## config.mk

```make
export PLATFORM = sky130hd
export DESIGN_NAME = boundary_scan_test_port
export DESIGN_NICKNAME = d
export VERILOG_FILES = /design/src/include/bscan_pkg.sv /design/src/boundary_scan_test_port.sv
export VERILOG_INCLUDE_DIRS = /design/src /design/src/include
export SDC_FILE = /design/constraint.sdc
export NUM_CORES = 1
export LEC_CHECK = 0
export BUFFER_PORTS_ARGS = -buffer_cell sky130_fd_sc_hd__buf_2
export CORE_MARGIN = 5
export CORE_UTILIZATION = 60
export DETAILED_ROUTE_END_ITERATION = 10
export GPL_ROUTABILITY_DRIVEN = 0
export PLACE_DENSITY = 0.83
export RECOVER_POWER = 25
export SLEW_MARGIN = 30
export SYNTH_ARGS = -nofsm -noshare
export SYNTH_HDL_FRONTEND = slang
export SYNTH_SLANG_ARGS = --single-unit
```

## constraint.sdc

```tcl
create_clock -name mclk -period 5.8 [get_ports mclk]
set_input_delay 0.29 -clock mclk [delete_from_list [all_inputs] [get_ports mclk]]
set_output_delay 0.29 -clock mclk [all_outputs]
set_load 0.02 [all_outputs]
```

## src/include/bscan_map.svh

```systemverilog
// offsets, codes and pin positions of the boundary-scan test port
// assumes a single mclk domain; included by the test port and its bench
`ifndef BSCAN_MAP_SVH
`define BSCAN_MAP_SVH

// position of each test pin in the four-pin group
`define PIN_TDI 0
`define PIN_TMS 1
`define PIN_TCK 2
`define PIN_TDO 3

// instruction register
`define IR_WIDTH   4
`define IR_EXTEST  4'h0
`define IR_SAMPLE  4'h1
`define IR_IDCODE  4'h2
`define IR_ISP     4'h8
`define IR_BYPASS  4'hf
`define IR_CAPTURE 4'h1

// programming and identification data registers
`define ISP_WIDTH 8
`define ID_WIDTH  32

// reset values of the pin drivers: released, low
`define PIN_OEN_RESET 4'hf
`define PIN_OUT_RESET 4'h0

`endif

```

## src/include/bscan_pkg.sv

```systemverilog
// types shared by the boundary-scan test port
// assumes nothing beyond a SystemVerilog compiler
package bscan_pkg;

    typedef enum logic [3:0] {
        TLR, RTI, SEL_DR, CAP_DR, SHIFT_DR, EXIT1_DR, PAUSE_DR, EXIT2_DR,
        UPD_DR, SEL_IR, CAP_IR, SHIFT_IR, EXIT1_IR, PAUSE_IR, EXIT2_IR, UPD_IR
    } tap_state_t;

    typedef enum logic [1:0] {
        DR_BYPASS, DR_IDCODE, DR_BOUNDARY, DR_ISP
    } dr_sel_t;

endpackage : bscan_pkg

```

## src/boundary_scan_test_port.sv

```systemverilog
// boundary-scan test port with programming stream and its word buffer
// assumes every pin input is asynchronous to mclk; test clock much slower
`timescale 1ns/100ps
`include "bscan_map.svh"

module scan_word_fifo #(
    parameter int WIDTH = 8,
    parameter int DEPTH = 16
) (
    input  wire logic             mclk,
    input  wire logic             arst_n,
    input  wire logic             inValid,
    output logic                  inReady,
    input  wire logic [WIDTH-1:0] inData,
    output logic                  outValid,
    input  wire logic             outReady,
    output logic [WIDTH-1:0]      outData
);
    localparam int AW = $clog2(DEPTH);
    localparam int CW = $clog2(DEPTH + 1);
    logic [WIDTH-1:0] mem [DEPTH];
    logic [AW-1:0]    wrPtr;
    logic [AW-1:0]    rdPtr;
    logic [CW-1:0]    count;
    logic             push;
    logic             pop;

    assign inReady  = (count != CW'(DEPTH));
    assign outValid = (count != '0);
    assign outData  = mem[rdPtr];
    assign push     = inValid && inReady;
    assign pop      = outValid && outReady;

    always_ff @(posedge mclk) begin
        if (push) begin
            mem[wrPtr] <= inData;
        end
    end

    always_ff @(posedge mclk or negedge arst_n) begin
        if (!arst_n) begin
            wrPtr <= '0;
            rdPtr <= '0;
            count <= '0;
        end else begin
            if (push) begin
                wrPtr <= AW'(wrPtr + 1'b1);
            end
            if (pop) begin
                rdPtr <= AW'(rdPtr + 1'b1);
            end
            if (push && !pop) begin
                count <= CW'(count + 1'b1);
            end else if (pop && !push) begin
                count <= CW'(count - 1'b1);
            end
        end
    end
endmodule : scan_word_fifo

module boundary_scan_test_port
    import bscan_pkg::*;
#(
    parameter int                NUM_IO  = 96,
    parameter int                NUM_IN  = 4,
    parameter int                NUM_MC  = 8,
    parameter int                FIFO_DEPTH = 16,
    // arbitrary identification value, lsb set as the standard demands
    parameter logic [`ID_WIDTH-1:0] ID_CODE = 32'h0a5c_0001
) (
    input  wire logic                  mclk,
    input  wire logic                  arst_n,
    input  wire logic                  jtagEnable,
    input  wire logic [3:0]            pinIn,
    output logic [3:0]                 pinOut,
    output logic [3:0]                 pinOeN,
    input  wire logic [3:0]            userOut,
    input  wire logic [3:0]            userOeN,
    output logic [3:0]                 userIn,
    input  wire logic [NUM_IO-1:0]     ioIn,
    output logic [NUM_IO-1:0]          ioOut,
    output logic [NUM_IO-1:0]          ioOeN,
    input  wire logic [NUM_IO-1:0]     coreOut,
    input  wire logic [NUM_IO-1:0]     coreOeN,
    output logic [NUM_IO-1:0]          coreIoIn,
    input  wire logic [NUM_IN-1:0]     inPin,
    output logic [NUM_IN-1:0]          coreInPin,
    input  wire logic [NUM_MC-1:0]     mcValue,
    output logic [NUM_MC-1:0]          mcTest,
    output logic                       progValid,
    input  wire logic                  progReady,
    output logic [`ISP_WIDTH-1:0]      progData
);
    localparam int IO_BASE = NUM_MC + NUM_IN;
    localparam int CHAIN   = IO_BASE + 3 * NUM_IO;

    logic [3:0]             pinS1;
    logic [3:0]             pinS2;
    logic [NUM_IO-1:0]      ioS1;
    logic [NUM_IO-1:0]      ioS2;
    logic [NUM_IN-1:0]      inS1;
    logic [NUM_IN-1:0]      inS2;
    logic                   enS1;
    logic                   jtagOn;
    logic                   tckPrev;
    logic                   tckRise;
    logic                   tckFall;
    logic                   tmsS;
    logic                   tdiS;
    tap_state_t             tapState;
    tap_state_t             next_tapState;
    logic [`IR_WIDTH-1:0]   irShift;
    logic [`IR_WIDTH-1:0]   irActive;
    dr_sel_t                drSel;
    logic                   bypassBit;
    logic [`ID_WIDTH-1:0]   idShift;
    logic [CHAIN-1:0]       bsr;
    logic [CHAIN-1:0]       capVec;
    logic [`ISP_WIDTH-1:0]  ispShift;
    logic [NUM_IO-1:0]      updOut;
    logic [NUM_IO-1:0]      updOeN;
    logic [NUM_MC-1:0]      updMc;
    logic                   extest;
    logic                   ispPush;
    logic                   fifoInReady;
    logic                   fifoOutValid;
    logic [`ISP_WIDTH-1:0]  fifoOutData;
    logic                   fifoPop;
    logic                   tdoBit;

    // synchronisers: first stage feeds only the second
    always_ff @(posedge mclk or negedge arst_n) begin
        if (!arst_n) begin
            pinS1 <= '0;
            pinS2 <= '0;
            ioS1  <= '0;
            ioS2  <= '0;
            inS1  <= '0;
            inS2  <= '0;
            enS1  <= 1'b0;
            jtagOn <= 1'b0;
            tckPrev <= 1'b0;
        end else begin
            pinS1 <= pinIn;
            pinS2 <= pinS1;
            ioS1  <= ioIn;
            ioS2  <= ioS1;
            inS1  <= inPin;
            inS2  <= inS1;
            enS1  <= jtagEnable;
            jtagOn <= enS1;
            tckPrev <= pinS2[`PIN_TCK];
        end
    end

    assign tckRise = jtagOn && pinS2[`PIN_TCK] && !tckPrev;
    assign tckFall = jtagOn && !pinS2[`PIN_TCK] && tckPrev;
    assign tmsS    = pinS2[`PIN_TMS];
    assign tdiS    = pinS2[`PIN_TDI];

    always_comb begin
        next_tapState = tapState;
        case (tapState)
            TLR:      next_tapState = tmsS ? TLR : RTI;
            RTI:      next_tapState = tmsS ? SEL_DR : RTI;
            SEL_DR:   next_tapState = tmsS ? SEL_IR : CAP_DR;
            CAP_DR:   next_tapState = tmsS ? EXIT1_DR : SHIFT_DR;
            SHIFT_DR: next_tapState = tmsS ? EXIT1_DR : SHIFT_DR;
            EXIT1_DR: next_tapState = tmsS ? UPD_DR : PAUSE_DR;
            PAUSE_DR: next_tapState = tmsS ? EXIT2_DR : PAUSE_DR;
            EXIT2_DR: next_tapState = tmsS ? UPD_DR : SHIFT_DR;
            UPD_DR:   next_tapState = tmsS ? SEL_DR : RTI;
            SEL_IR:   next_tapState = tmsS ? TLR : CAP_IR;
            CAP_IR:   next_tapState = tmsS ? EXIT1_IR : SHIFT_IR;
            SHIFT_IR: next_tapState = tmsS ? EXIT1_IR : SHIFT_IR;
            EXIT1_IR: next_tapState = tmsS ? UPD_IR : PAUSE_IR;
            PAUSE_IR: next_tapState = tmsS ? EXIT2_IR : PAUSE_IR;
            EXIT2_IR: next_tapState = tmsS ? UPD_IR : SHIFT_IR;
            UPD_IR:   next_tapState = tmsS ? SEL_DR : RTI;
            default:  next_tapState = TLR;
        endcase
    end

    // power-up and disabled port both park the controller in reset
    always_ff @(posedge mclk or negedge arst_n) begin
        if (!arst_n) begin
            tapState <= TLR;
        end else if (!jtagOn) begin
            tapState <= TLR;
        end else if (tckRise) begin
            tapState <= next_tapState;
        end
    end

    // instruction register; unknown codes fall back to bypass
    always_ff @(posedge mclk or negedge arst_n) begin
        if (!arst_n) begin
            irShift  <= `IR_CAPTURE;
            irActive <= `IR_IDCODE;
        end else if (tapState == TLR) begin
            irActive <= `IR_IDCODE;
        end else if (tckRise) begin
            case (tapState)
                CAP_IR:   irShift <= `IR_CAPTURE;
                SHIFT_IR: irShift <= {tdiS, irShift[`IR_WIDTH-1:1]};
                UPD_IR:   irActive <= irShift;
                default:  irShift <= irShift;
            endcase
        end
    end

    always_comb begin
        if (irActive == `IR_EXTEST || irActive == `IR_SAMPLE) begin
            drSel = DR_BOUNDARY;
        end else if (irActive == `IR_IDCODE) begin
            drSel = DR_IDCODE;
        end else if (irActive == `IR_ISP) begin
            drSel = DR_ISP;
        end else begin
            drSel = DR_BYPASS;
        end
    end

    assign extest = (irActive == `IR_EXTEST);

    // capture vector: macrocell cells nearest the data-out end, then inputs, then I/O
    genvar g;
    generate
        for (g = 0; g < NUM_MC; g++) begin : g_mc_cell
            assign capVec[g] = mcValue[g];
        end
        for (g = 0; g < NUM_IN; g++) begin : g_in_cell
            assign capVec[NUM_MC + g] = inS2[g];
        end
        for (g = 0; g < NUM_IO; g++) begin : g_io_cell
            assign capVec[IO_BASE + 3*g]     = ioS2[g];
            assign capVec[IO_BASE + 3*g + 1] = coreOut[g];
            assign capVec[IO_BASE + 3*g + 2] = coreOeN[g];
        end
    endgenerate

    // data registers: bypass, identification, boundary chain, programming word
    always_ff @(posedge mclk or negedge arst_n) begin
        if (!arst_n) begin
            bypassBit <= 1'b0;
            idShift   <= '0;
            bsr       <= '0;
            ispShift  <= '0;
        end else if (tckRise && tapState == CAP_DR) begin
            bypassBit <= 1'b0;
            idShift   <= ID_CODE;
            if (drSel == DR_BOUNDARY) begin
                bsr <= capVec;
            end
            // tester polls the lsb: one means the word buffer is full
            ispShift <= {{(`ISP_WIDTH-1){1'b0}}, !fifoInReady};
        end else if (tckRise && tapState == SHIFT_DR) begin
            case (drSel)
                DR_BYPASS:   bypassBit <= tdiS;
                DR_IDCODE:   idShift <= {tdiS, idShift[`ID_WIDTH-1:1]};
                DR_BOUNDARY: bsr <= {tdiS, bsr[CHAIN-1:1]};
                default:     ispShift <= {tdiS, ispShift[`ISP_WIDTH-1:1]};
            endcase
        end
    end

    // update stages, loaded by both preload and external test
    always_ff @(posedge mclk or negedge arst_n) begin
        if (!arst_n) begin
            updOut <= '0;
            updOeN <= '1;
            updMc  <= '0;
        end else if (tckRise && tapState == UPD_DR && drSel == DR_BOUNDARY) begin
            for (int i = 0; i < NUM_IO; i++) begin
                updOut[i] <= bsr[IO_BASE + 3*i + 1];
                updOeN[i] <= bsr[IO_BASE + 3*i + 2];
            end
            updMc <= bsr[NUM_MC-1:0];
        end
    end

    // a word arriving while the buffer is full is dropped; the status bit warns first
    assign ispPush = tckRise && tapState == UPD_DR && drSel == DR_ISP;

    scan_word_fifo #(
        .WIDTH (`ISP_WIDTH),
        .DEPTH (FIFO_DEPTH)
    ) scan_word_fifo_inst (
        .mclk     (mclk),
        .arst_n   (arst_n),
        .inValid  (ispPush),
        .inReady  (fifoInReady),
        .inData   (ispShift),
        .outValid (fifoOutValid),
        .outReady (fifoPop),
        .outData  (fifoOutData)
    );

    assign fifoPop = !progValid || progReady;

    always_ff @(posedge mclk or negedge arst_n) begin
        if (!arst_n) begin
            progValid <= 1'b0;
            progData  <= '0;
        end else if (fifoPop) begin
            progValid <= fifoOutValid;
            progData  <= fifoOutData;
        end
    end

    always_comb begin
        if (tapState == SHIFT_IR) begin
            tdoBit = irShift[0];
        end else begin
            case (drSel)
                DR_BYPASS:   tdoBit = bypassBit;
                DR_IDCODE:   tdoBit = idShift[0];
                DR_BOUNDARY: tdoBit = bsr[0];
                default:     tdoBit = ispShift[0];
            endcase
        end
    end

    // test pins: data-out changes on the falling test clock edge
    always_ff @(posedge mclk or negedge arst_n) begin
        if (!arst_n) begin
            pinOut <= `PIN_OUT_RESET;
            pinOeN <= `PIN_OEN_RESET;
            userIn <= '0;
        end else if (!jtagOn) begin
            pinOut <= userOut;
            pinOeN <= userOeN;
            userIn <= pinS2;
        end else begin
            pinOut[2:0] <= '0;
            pinOeN[2:0] <= '1;
            userIn      <= '0;
            if (tckFall) begin
                pinOut[`PIN_TDO] <= tdoBit;
                pinOeN[`PIN_TDO] <= !(tapState == SHIFT_DR || tapState == SHIFT_IR);
            end else if (tapState == TLR) begin
                // a freshly enabled port must not keep the user's drive on data-out
                pinOeN[`PIN_TDO] <= 1'b1;
            end
        end
    end

    // pins and core: the update stages take the pads only under external test
    always_ff @(posedge mclk or negedge arst_n) begin
        if (!arst_n) begin
            ioOut     <= '0;
            ioOeN     <= '1;
            coreIoIn  <= '0;
            coreInPin <= '0;
            mcTest    <= '0;
        end else begin
            ioOut     <= extest ? updOut : coreOut;
            ioOeN     <= extest ? updOeN : coreOeN;
            coreIoIn  <= ioS2;
            coreInPin <= inS2;
            mcTest    <= updMc;
        end
    end

    chk_tap_reset_hold: assert property (@(posedge mclk) disable iff (!arst_n)
        (tapState == TLR && tckRise && tmsS) |=> tapState == TLR)
        else $error("controller left reset with mode-select high");

    chk_state_only_on_edge: assert property (@(posedge mclk) disable iff (!arst_n)
        (!tckRise && jtagOn) |=> ($stable(tapState) || !jtagOn))
        else $error("controller moved without a test clock rise");

    chk_idcode_after_reset: assert property (@(posedge mclk) disable iff (!arst_n)
        (tapState == TLR) |=> irActive == `IR_IDCODE)
        else $error("identification not selected after reset");

    chk_bypass_capture: assert property (@(posedge mclk) disable iff (!arst_n)
        (tckRise && tapState == CAP_DR) |=> !bypassBit && idShift == ID_CODE)
        else $error("bypass or identification capture wrong");

    chk_chain_shift: assert property (@(posedge mclk) disable iff (!arst_n)
        (tckRise && tapState == SHIFT_DR && drSel == DR_BOUNDARY)
        |=> bsr == {$past(tdiS), $past(bsr[CHAIN-1:1])})
        else $error("boundary chain did not shift by one");

    chk_chain_capture: assert property (@(posedge mclk) disable iff (!arst_n)
        (tckRise && tapState == CAP_DR && drSel == DR_BOUNDARY) |=> bsr == $past(capVec))
        else $error("boundary chain missed its capture");

    chk_extest_drive: assert property (@(posedge mclk) disable iff (!arst_n)
        extest |=> ioOut == $past(updOut) && ioOeN == $past(updOeN))
        else $error("pads not driven from update stages");

    chk_tdo_enable: assert property (@(posedge mclk) disable iff (!arst_n)
        (tckFall && tapState == SHIFT_DR) |=> !pinOeN[`PIN_TDO] ##1 1'b1)
        else $error("data-out not driven during shift");

    chk_user_pins: assert property (@(posedge mclk) disable iff (!arst_n)
        (!jtagOn) |=> pinOut == $past(userOut) && pinOeN == $past(userOeN))
        else $error("test pins not handed to user logic");

    chk_isp_push: assert property (@(posedge mclk) disable iff (!arst_n)
        (ispPush && fifoInReady && !fifoPop) |=> scan_word_fifo_inst.count == $past(scan_word_fifo_inst.count) + 1'b1)
        else $error("programming word not buffered");

endmodule : boundary_scan_test_port

```

Word-level counts from Yosys, hierarchy flattened
Memories as Yosys holds them, arrays and structs flattened. A register that Yosys moved wholly into a read port is not among the register bits.
Index checks and enable logic that the tools add are counted.
{"block": "word_totals", "reg_bits": 1090, "latch_bits": 0, "mem_bits_rw": 128, "mem_bits_ro": 0, "inputBits": 316, "out_inout_bits": 321, "word_cells": 159, "mem_count": 1}
{"name": "scan_word_fifo_inst.mem", "words": 16, "width": 8, "rd": 1, "rd_ports_with_merged_regs": 1, "wr": 1, "line": "boundary_scan_test_port.sv:21", "rtl": "logic [WIDTH-1:0] mem [DEPTH];"}
{"block": "classes", "n_addsub": 4, "multipliers": 0, "div": 0, "order_cmp": 0, "eq_ne": 26, "n_shift": 0, "mux": 49, "n_bitwise": 1, "n_reduce_logical": 45}
{"operator": "300-bit 2-to-1 mux", "count": 4}
{"operator": "96-bit 2-to-1 mux", "count": 2}
{"operator": "32-bit 2-to-1 mux", "count": 3}
{"operator": "4-bit 2-to-1 mux", "count": 12}
{"operator": "4-bit case mux with 12 select lines", "count": 1}
{"operator": "4-bit equality test, second input constant", "count": 9}
{"operator": "8-bit 2-to-1 mux", "count": 3}
{"operator": "4-bit by 3-bit equality test with 1-bit output, second input constant", "count": 4}
{"operator": "2-bit nonzero test", "count": 7}
{"operator": "1-bit logical AND", "count": 13}
{"operator": "4-bit by 2-bit equality test with 1-bit output, second input constant", "count": 3}
{"operator": "1-bit 2-to-1 mux", "count": 12}
{"operator": "2-bit 2-to-1 mux", "count": 6}
{"operator": "5-bit 2-to-1 mux", "count": 2}
{"operator": "2-bit AND reduction", "count": 5}
{"operator": "4-bit by 1-bit adder with 4-bit output, second input constant", "count": 2}
{"operator": "4-bit by 1-bit equality test with 1-bit output, second input constant", "count": 2}
{"operator": "1-bit zero test", "count": 8}
{"operator": "4-bit zero test", "count": 2}
{"operator": "4-bit case mux with 2 select lines", "count": 1}
{"operator": "3-bit 2-to-1 mux", "count": 2}
{"operator": "2-bit by 1-bit inequality test with 1-bit output, second input constant", "count": 3}
{"operator": "3-bit OR reduction", "count": 2}
{"operator": "5-bit by 1-bit adder with 5-bit output, second input constant", "count": 1}
{"operator": "12 further kinds", "count": 16}

Logic depth before layout (Yosys ltp)
{"block": "depth", "ltp_word": 11, "ltp_mapped": 12, "mapped_depth_nobuf": 12}

Modules after synthesis
From an unflattened synthesis, not the netlist that was laid out.
{"block": "unflattened", "cells_unflattened": 3047, "hier_area_um2": 46116.7}
{"module": "boundary_scan_test_port", "n_inst": 1, "cells_each": 2729, "area_each_um2": 40292.4, "seq_area_each_um2": 27398.8}
{"module": "scan_word_fifo", "n_inst": 1, "cells_each": 318, "area_each_um2": 5824.3, "seq_area_each_um2": 4169.0}

Worst setup path before layout
OpenSTA, ideal clock, no wires.
{"block": "synth_path", "path_type": "flip-flop to flip-flop", "start": "register irActive[0]", "end": "register scan_word_fifo_inst.count[4]", "arrival_time_ps": 2746, "required_ps": 5673, "setup_slack_ps": 2927, "stages_incl_launch_ff": 11, "path_buffers": 0, "synth_period_minus_slack_ps": 2873, "path_cell_list": "dfrtp_1 > or4b_4 > a2111oi_4 > ha_1 > inv_1 > fa_1 > a21o_1 > a21oi_1 > xnor2_1 > nor2_1 > xor2_1"}
{"block": "synth_via", "elab_chain_len": 10, "word_cells_on_any_way": 16, "classes_between": "eq/ne (4); mux (4); reduce/logical (8)"}
{"element": "from (decl)", "line": "boundary_scan_test_port.sv:113", "rtl": "logic [`IR_WIDTH-1:0] irActive;"}
{"element": "from (signal assigned)", "line": "boundary_scan_test_port.sv:199", "rtl": "irActive <= `IR_IDCODE;"}
{"element": "from (signal assigned)", "line": "boundary_scan_test_port.sv:201", "rtl": "irActive <= `IR_IDCODE;"}
{"element": "from (signal assigned)", "line": "boundary_scan_test_port.sv:206", "rtl": "UPD_IR: irActive <= irShift;"}
{"element": "4-bit equality test (no line)"}
{"element": "2-bit 2-to-1 mux", "line": "boundary_scan_test_port.sv:217", "rtl": "end else if (irActive == `IR_ISP) begin"}
{"element": "2-bit 2-to-1 mux", "line": "boundary_scan_test_port.sv:215", "rtl": "end else if (irActive == `IR_IDCODE) begin"}
{"element": "2-bit 2-to-1 mux (*)", "line": "boundary_scan_test_port.sv:213", "rtl": "if (irActive == `IR_EXTEST || irActive == `IR_SAMPLE) begin"}
{"element": "2-bit equality test (*)", "line": "boundary_scan_test_port.sv:283", "rtl": "assign ispPush = tckRise && tapState == UPD_DR && drSel == DR_ISP;"}
{"element": "1-bit logical AND (*)", "line": "boundary_scan_test_port.sv:283"}
{"element": "1-bit logical AND (*)", "line": "boundary_scan_test_port.sv:31", "rtl": "assign push = inValid && inReady;"}
{"element": "named net scan_word_fifo_inst.push", "line": "boundary_scan_test_port.sv:25", "rtl": "logic push;"}
{"element": "1-bit zero test", "line": "boundary_scan_test_port.sv:54", "rtl": "end else if (pop && !push) begin"}
{"element": "1-bit logical AND", "line": "boundary_scan_test_port.sv:54"}
{"element": "2-bit nonzero test (no line)"}
{"element": "to (signal assigned)", "line": "boundary_scan_test_port.sv:53", "rtl": "count <= CW'(count + 1'b1);"}
{"element": "to (signal assigned)", "line": "boundary_scan_test_port.sv:55", "rtl": "count <= CW'(count - 1'b1);"}
{"element": "to (decl)", "line": "boundary_scan_test_port.sv:24", "rtl": "logic [CW-1:0] count;"}
The timed path passes the listed nets; every way through them passes the cells marked *.
A chain may end at the register's enable or synchronous reset.

Final worst setup path
{"block": "layout_path", "start": "register jtagOn", "end": "register bsr[159]"}
{"block": "layout_via", "elab_chain_len": 5, "word_cells_on_any_way": 7, "classes_between": "mux (1); reduce/logical (6)"}
{"element": "from (decl)", "line": "boundary_scan_test_port.sv:104", "rtl": "logic jtagOn;"}
{"element": "from (signal assigned)", "line": "boundary_scan_test_port.sv:151", "rtl": "jtagOn <= enS1;"}
{"element": "1-bit logical AND (*) (2 in a row)", "line": "boundary_scan_test_port.sv:156", "rtl": "assign tckRise = jtagOn && pinS2[`PIN_TCK] && !tckPrev;"}
{"element": "1-bit logical AND, on equally long branches", "line": "boundary_scan_test_port.sv:249, boundary_scan_test_port.sv:257"}
{"element": "2-bit nonzero test (no line)"}
{"element": "2-bit AND reduction (no line)"}
{"element": "to (signal assigned)", "line": "boundary_scan_test_port.sv:253", "rtl": "bsr <= capVec;"}
{"element": "to (signal assigned)", "line": "boundary_scan_test_port.sv:261", "rtl": "DR_BOUNDARY: bsr <= {tdiS, bsr[CHAIN-1:1]};"}
{"element": "to (decl)", "line": "boundary_scan_test_port.sv:117", "rtl": "logic [CHAIN-1:0] bsr;"}
Every way passes the cells marked *; elsewhere a longest branch is shown, timed or not.

==> run_results.csv <==
group,metric,value,unit
synthesis,synth.avg_cell_area,14.5,sq um
sta,worst_slew_margin_rel,-133,%
run,cap_viol_max_count,4,
global_route,grt_max_degree,211,
floorplan,start_util,60.6,%
setup_path,cp-start-kind,"flop",
floorplan,die_w,285,um
sta,setup_viol,0,
global_route,antenna_found_initial,17,
cts,clock_path_buffers,3,
routing,drt_first_pass_iters,6,
synthesis,synth_edf_count,128,
cts,cts_sinks,1226,
synthesis,ys_ff_latch,1226,
sta,rsz0062_at_grt,"false",
synthesis,synthAdderAreaFrac,0.293,%
setup_path,critical_path_buf_inv_count,1,
synthesis,synthesis.nets,3436,
floorplan,rows,100,
sta,worstMarginPinSlew,3.49,ns
floorplan,ios,637,
synthesis,async_reset_ff_share,89.6,%
pwr,power.density,320,mW/mm^2
routing,drc,0,
layout,drive_above_1_share,35.7,%
layout,nets,4364,
floorplan,die_y,285,um
layout,areaGrowthSynthToFinish,24.5,%
sta,fin_skew,0.0476,ns
synthesis,synth_top_area_cell,"dfrtp_1",
place,port_buffers,636,
global_route,grt_pass1_wl,193000,um
cts,clk_pin_slew_worst_paths,0.07,ns
cts,clockRootBuffer,"clkbuf_16",
synthesis,synth_simple_gate_area_share,4.65,%
run_status,violations,"capacitance limit, slew limit",
synthesis,yosysSeqAreaShare,69.8,%
synthesis,muxShareOfSynthArea,18.2,%
floorplan,die-area,0.0809,sq mm
synthesis,synth_xor_area_share,0.213,%
floorplan,core_area,0.0746,sq mm
layout,final_cells,5119,
setup_path,arrival,4.57,ns
cts,cts_max_level,3,
place,place_area,0.0494,sq mm
pwr,vdd_drop_max,0.291,mV
routing,wirelength,123000,um
setup_path,worstSetupPathType,"flop to flop",
synthesis,ys_top_cells_by_area,"dfrtp_1 (50%), dfstp_2 (12%), mux2_2 (10%)",
synthesis,synth_cell_types,53,
global_route,grt_pass1_vias,32100,
setup_path,end_kind,"flop",
cts,cts_buffers,115,
synthesis,synth_compound_area_share,4.88,%
setup_path,cp_slowest_cell,"dfrtp_1",
routing,num_vias,29500,
synthesis,synth_top_family_by_area,"multiplexers",
cts,cts_tree,"done",
sta,final_max_slew_viol_count,208,
layout,final_common_cell,"dfrtp_1",
place,dpl.cell_count,4574,
sta,fmax,247,MHz
cts,clk_latency,0.68,ns
synthesis,yosysTopAreaCellShare,49.8,%
sta,fin_crit,4.05,ns
synthesis,syn_inst,3110,
sta,fin_tns_setup,0,ns
pwr,p_leak,25.0,nW
run_status,status,"finished with violations",
setup_path,crit_chain,"nand3b_1 -> nor2_1 -> nand3_4 -> buf_12 -> o21ai_0",
setup_path,crit_required,6.33,ns
global_route,track_usage,30.4,%
synthesis,ys_warn_count,0,
routing,ant_nets,0,
routing,drt-initial-drc-count,2399,
layout,stdcell_area,0.0563,sq mm
sta,fin_hold_ws,0.0429,ns
layout,post-route-util,75.5,%
sta,hold_viol_final,0,
sta,finalCritPeriodShare,69.8,%
hold_path,hold_path_class,"input pin to flop",
synthesis,ys.flop_type,"dfrtp_1",
setup_path,cpLargestDelayFamily,"simple AND/OR/NAND/NOR gates",
layout,layout_common_cells,"dfrtp_1 (897), buf_2 (618), nand2_1 (410)",
global_route,overflow,0,
setup_path,slowest_delay,0.80,ns
synthesis,netlist_area,0.0452,sq mm
routing,vias_per_cell,5.77,
setup_path,cp_max_fo,210,
routing,wire_per_inst,24.0,um
place,hpwl,69000,um
==> Yosys cell counts (10+ instances only) <==
cell	n
dfrtp_1	900
edfxtp_1	128
nand3_1	11
a21oi_1	18
nor2b_1	11
o21ai_0	362
mux2_2	406
nor2_1	24
and2_1	10
nand2_1	411
clkbuf_1	64
dfstp_2	198
mux4_2	20
mux2i_1	319
inv_1	13
buf_2	108
==> worst min-delay path, delay by kind of cell <==
family	cells	cell delay, ns
buffers and inverters	1	0.16
muxes	1	0.14
AOI/OAI and AO/OA	1	0.08
==> layer usage <==
| metal | share of wire, % | wire length [um] | vias up | GRT usage, % |
|---|---|---|---|---|
| li1 | - | - | 12700 | - |
| met3 | 6.6 | 8170 | 406 | 6.45 |
| met2 | 50 | 61900 | 1319 | 50.6 |
| met1 | 37 | 45900 | 15100 | 38.1 |
| met4 | 5.8 | 7080 | 10 | 15.4 |
| met5 | 0.045 | 55 | - | 0 |
==> kinds of logic (layout without fill, tap and decap cells) <==
family,Yosys count,count (layout)
xor+xnor,11,11
flops,1226,1226
other cells,0,11
simple gates,508,508
buf+inv,192,1221
mux,745,745
compound gates,418,418
fa+ha+maj,10,10
==> area by class of cell <==
class / count / area [sq um]
Clock inverter: 36 / 299
Multi-Input combinational cell: 1692 / 12800
Sequential cell: 1226 / 31600
Fill cell: 4042 / 18300
Tap cell: 969 / 1210
Inverter: 13 / 48.8
Clock buffer: 182 / 3450
Antenna cell: 11 / 27.5
Timing Repair Buffer: 990 / 6870
==> metrics by stage <==
step	setup slack (ns)	total power, mW
floorplan	2.93	9.85
global placement	2.06	10.4
detailed placement	2.01	10.5
CTS	1.97	18.0
global route	1.03	18.6
finish	1.75	18.0
==> report_power, final <==
group          internal (mW)  leakage, nW  switching (mW)
Combinational          0.589         9.41           0.766
Clock                   4.14         1.84            3.34
Sequential              8.93         13.8           0.237
==> state kept, by name, summed over array words and instances (netlist names), 5 cells and up <==
name / count
bsr: 300
scan_word_fifo_inst.mem: 128
coreIoIn: 96
ioOeN: 96
ioOut: 96
ioS1: 96
ioS2: 96
updOeN: 96
updOut: 96
idShift: 32
ispShift: 8
mcTest: 8
progData: 8
updMc: 8
scan_word_fifo_inst.count: 5
==> what timing repair did <==
item                      CTS  global route
resized for setup           0             0
hold endpoints to repair  589             0
hold buffers              313             0
setup buffers               0             0
==> final timing paths <==
check,from,end,slack [ns],depth (start not counted)
max in group asynchronous,arst_n,coreIoIn[56],1.86,3
setup / recovery,jtagOn,bsr[159],1.75,5
hold reg to reg,ioS1[71],ioS2[71],0.33,0
hold / removal,coreOut[83],bsr[262],0.04,3
setup reg to reg,jtagOn,bsr[159],1.75,5
min in group asynchronous,arst_n,ioS2[24],0.14,2
Power figures use the tool's default switching activity.
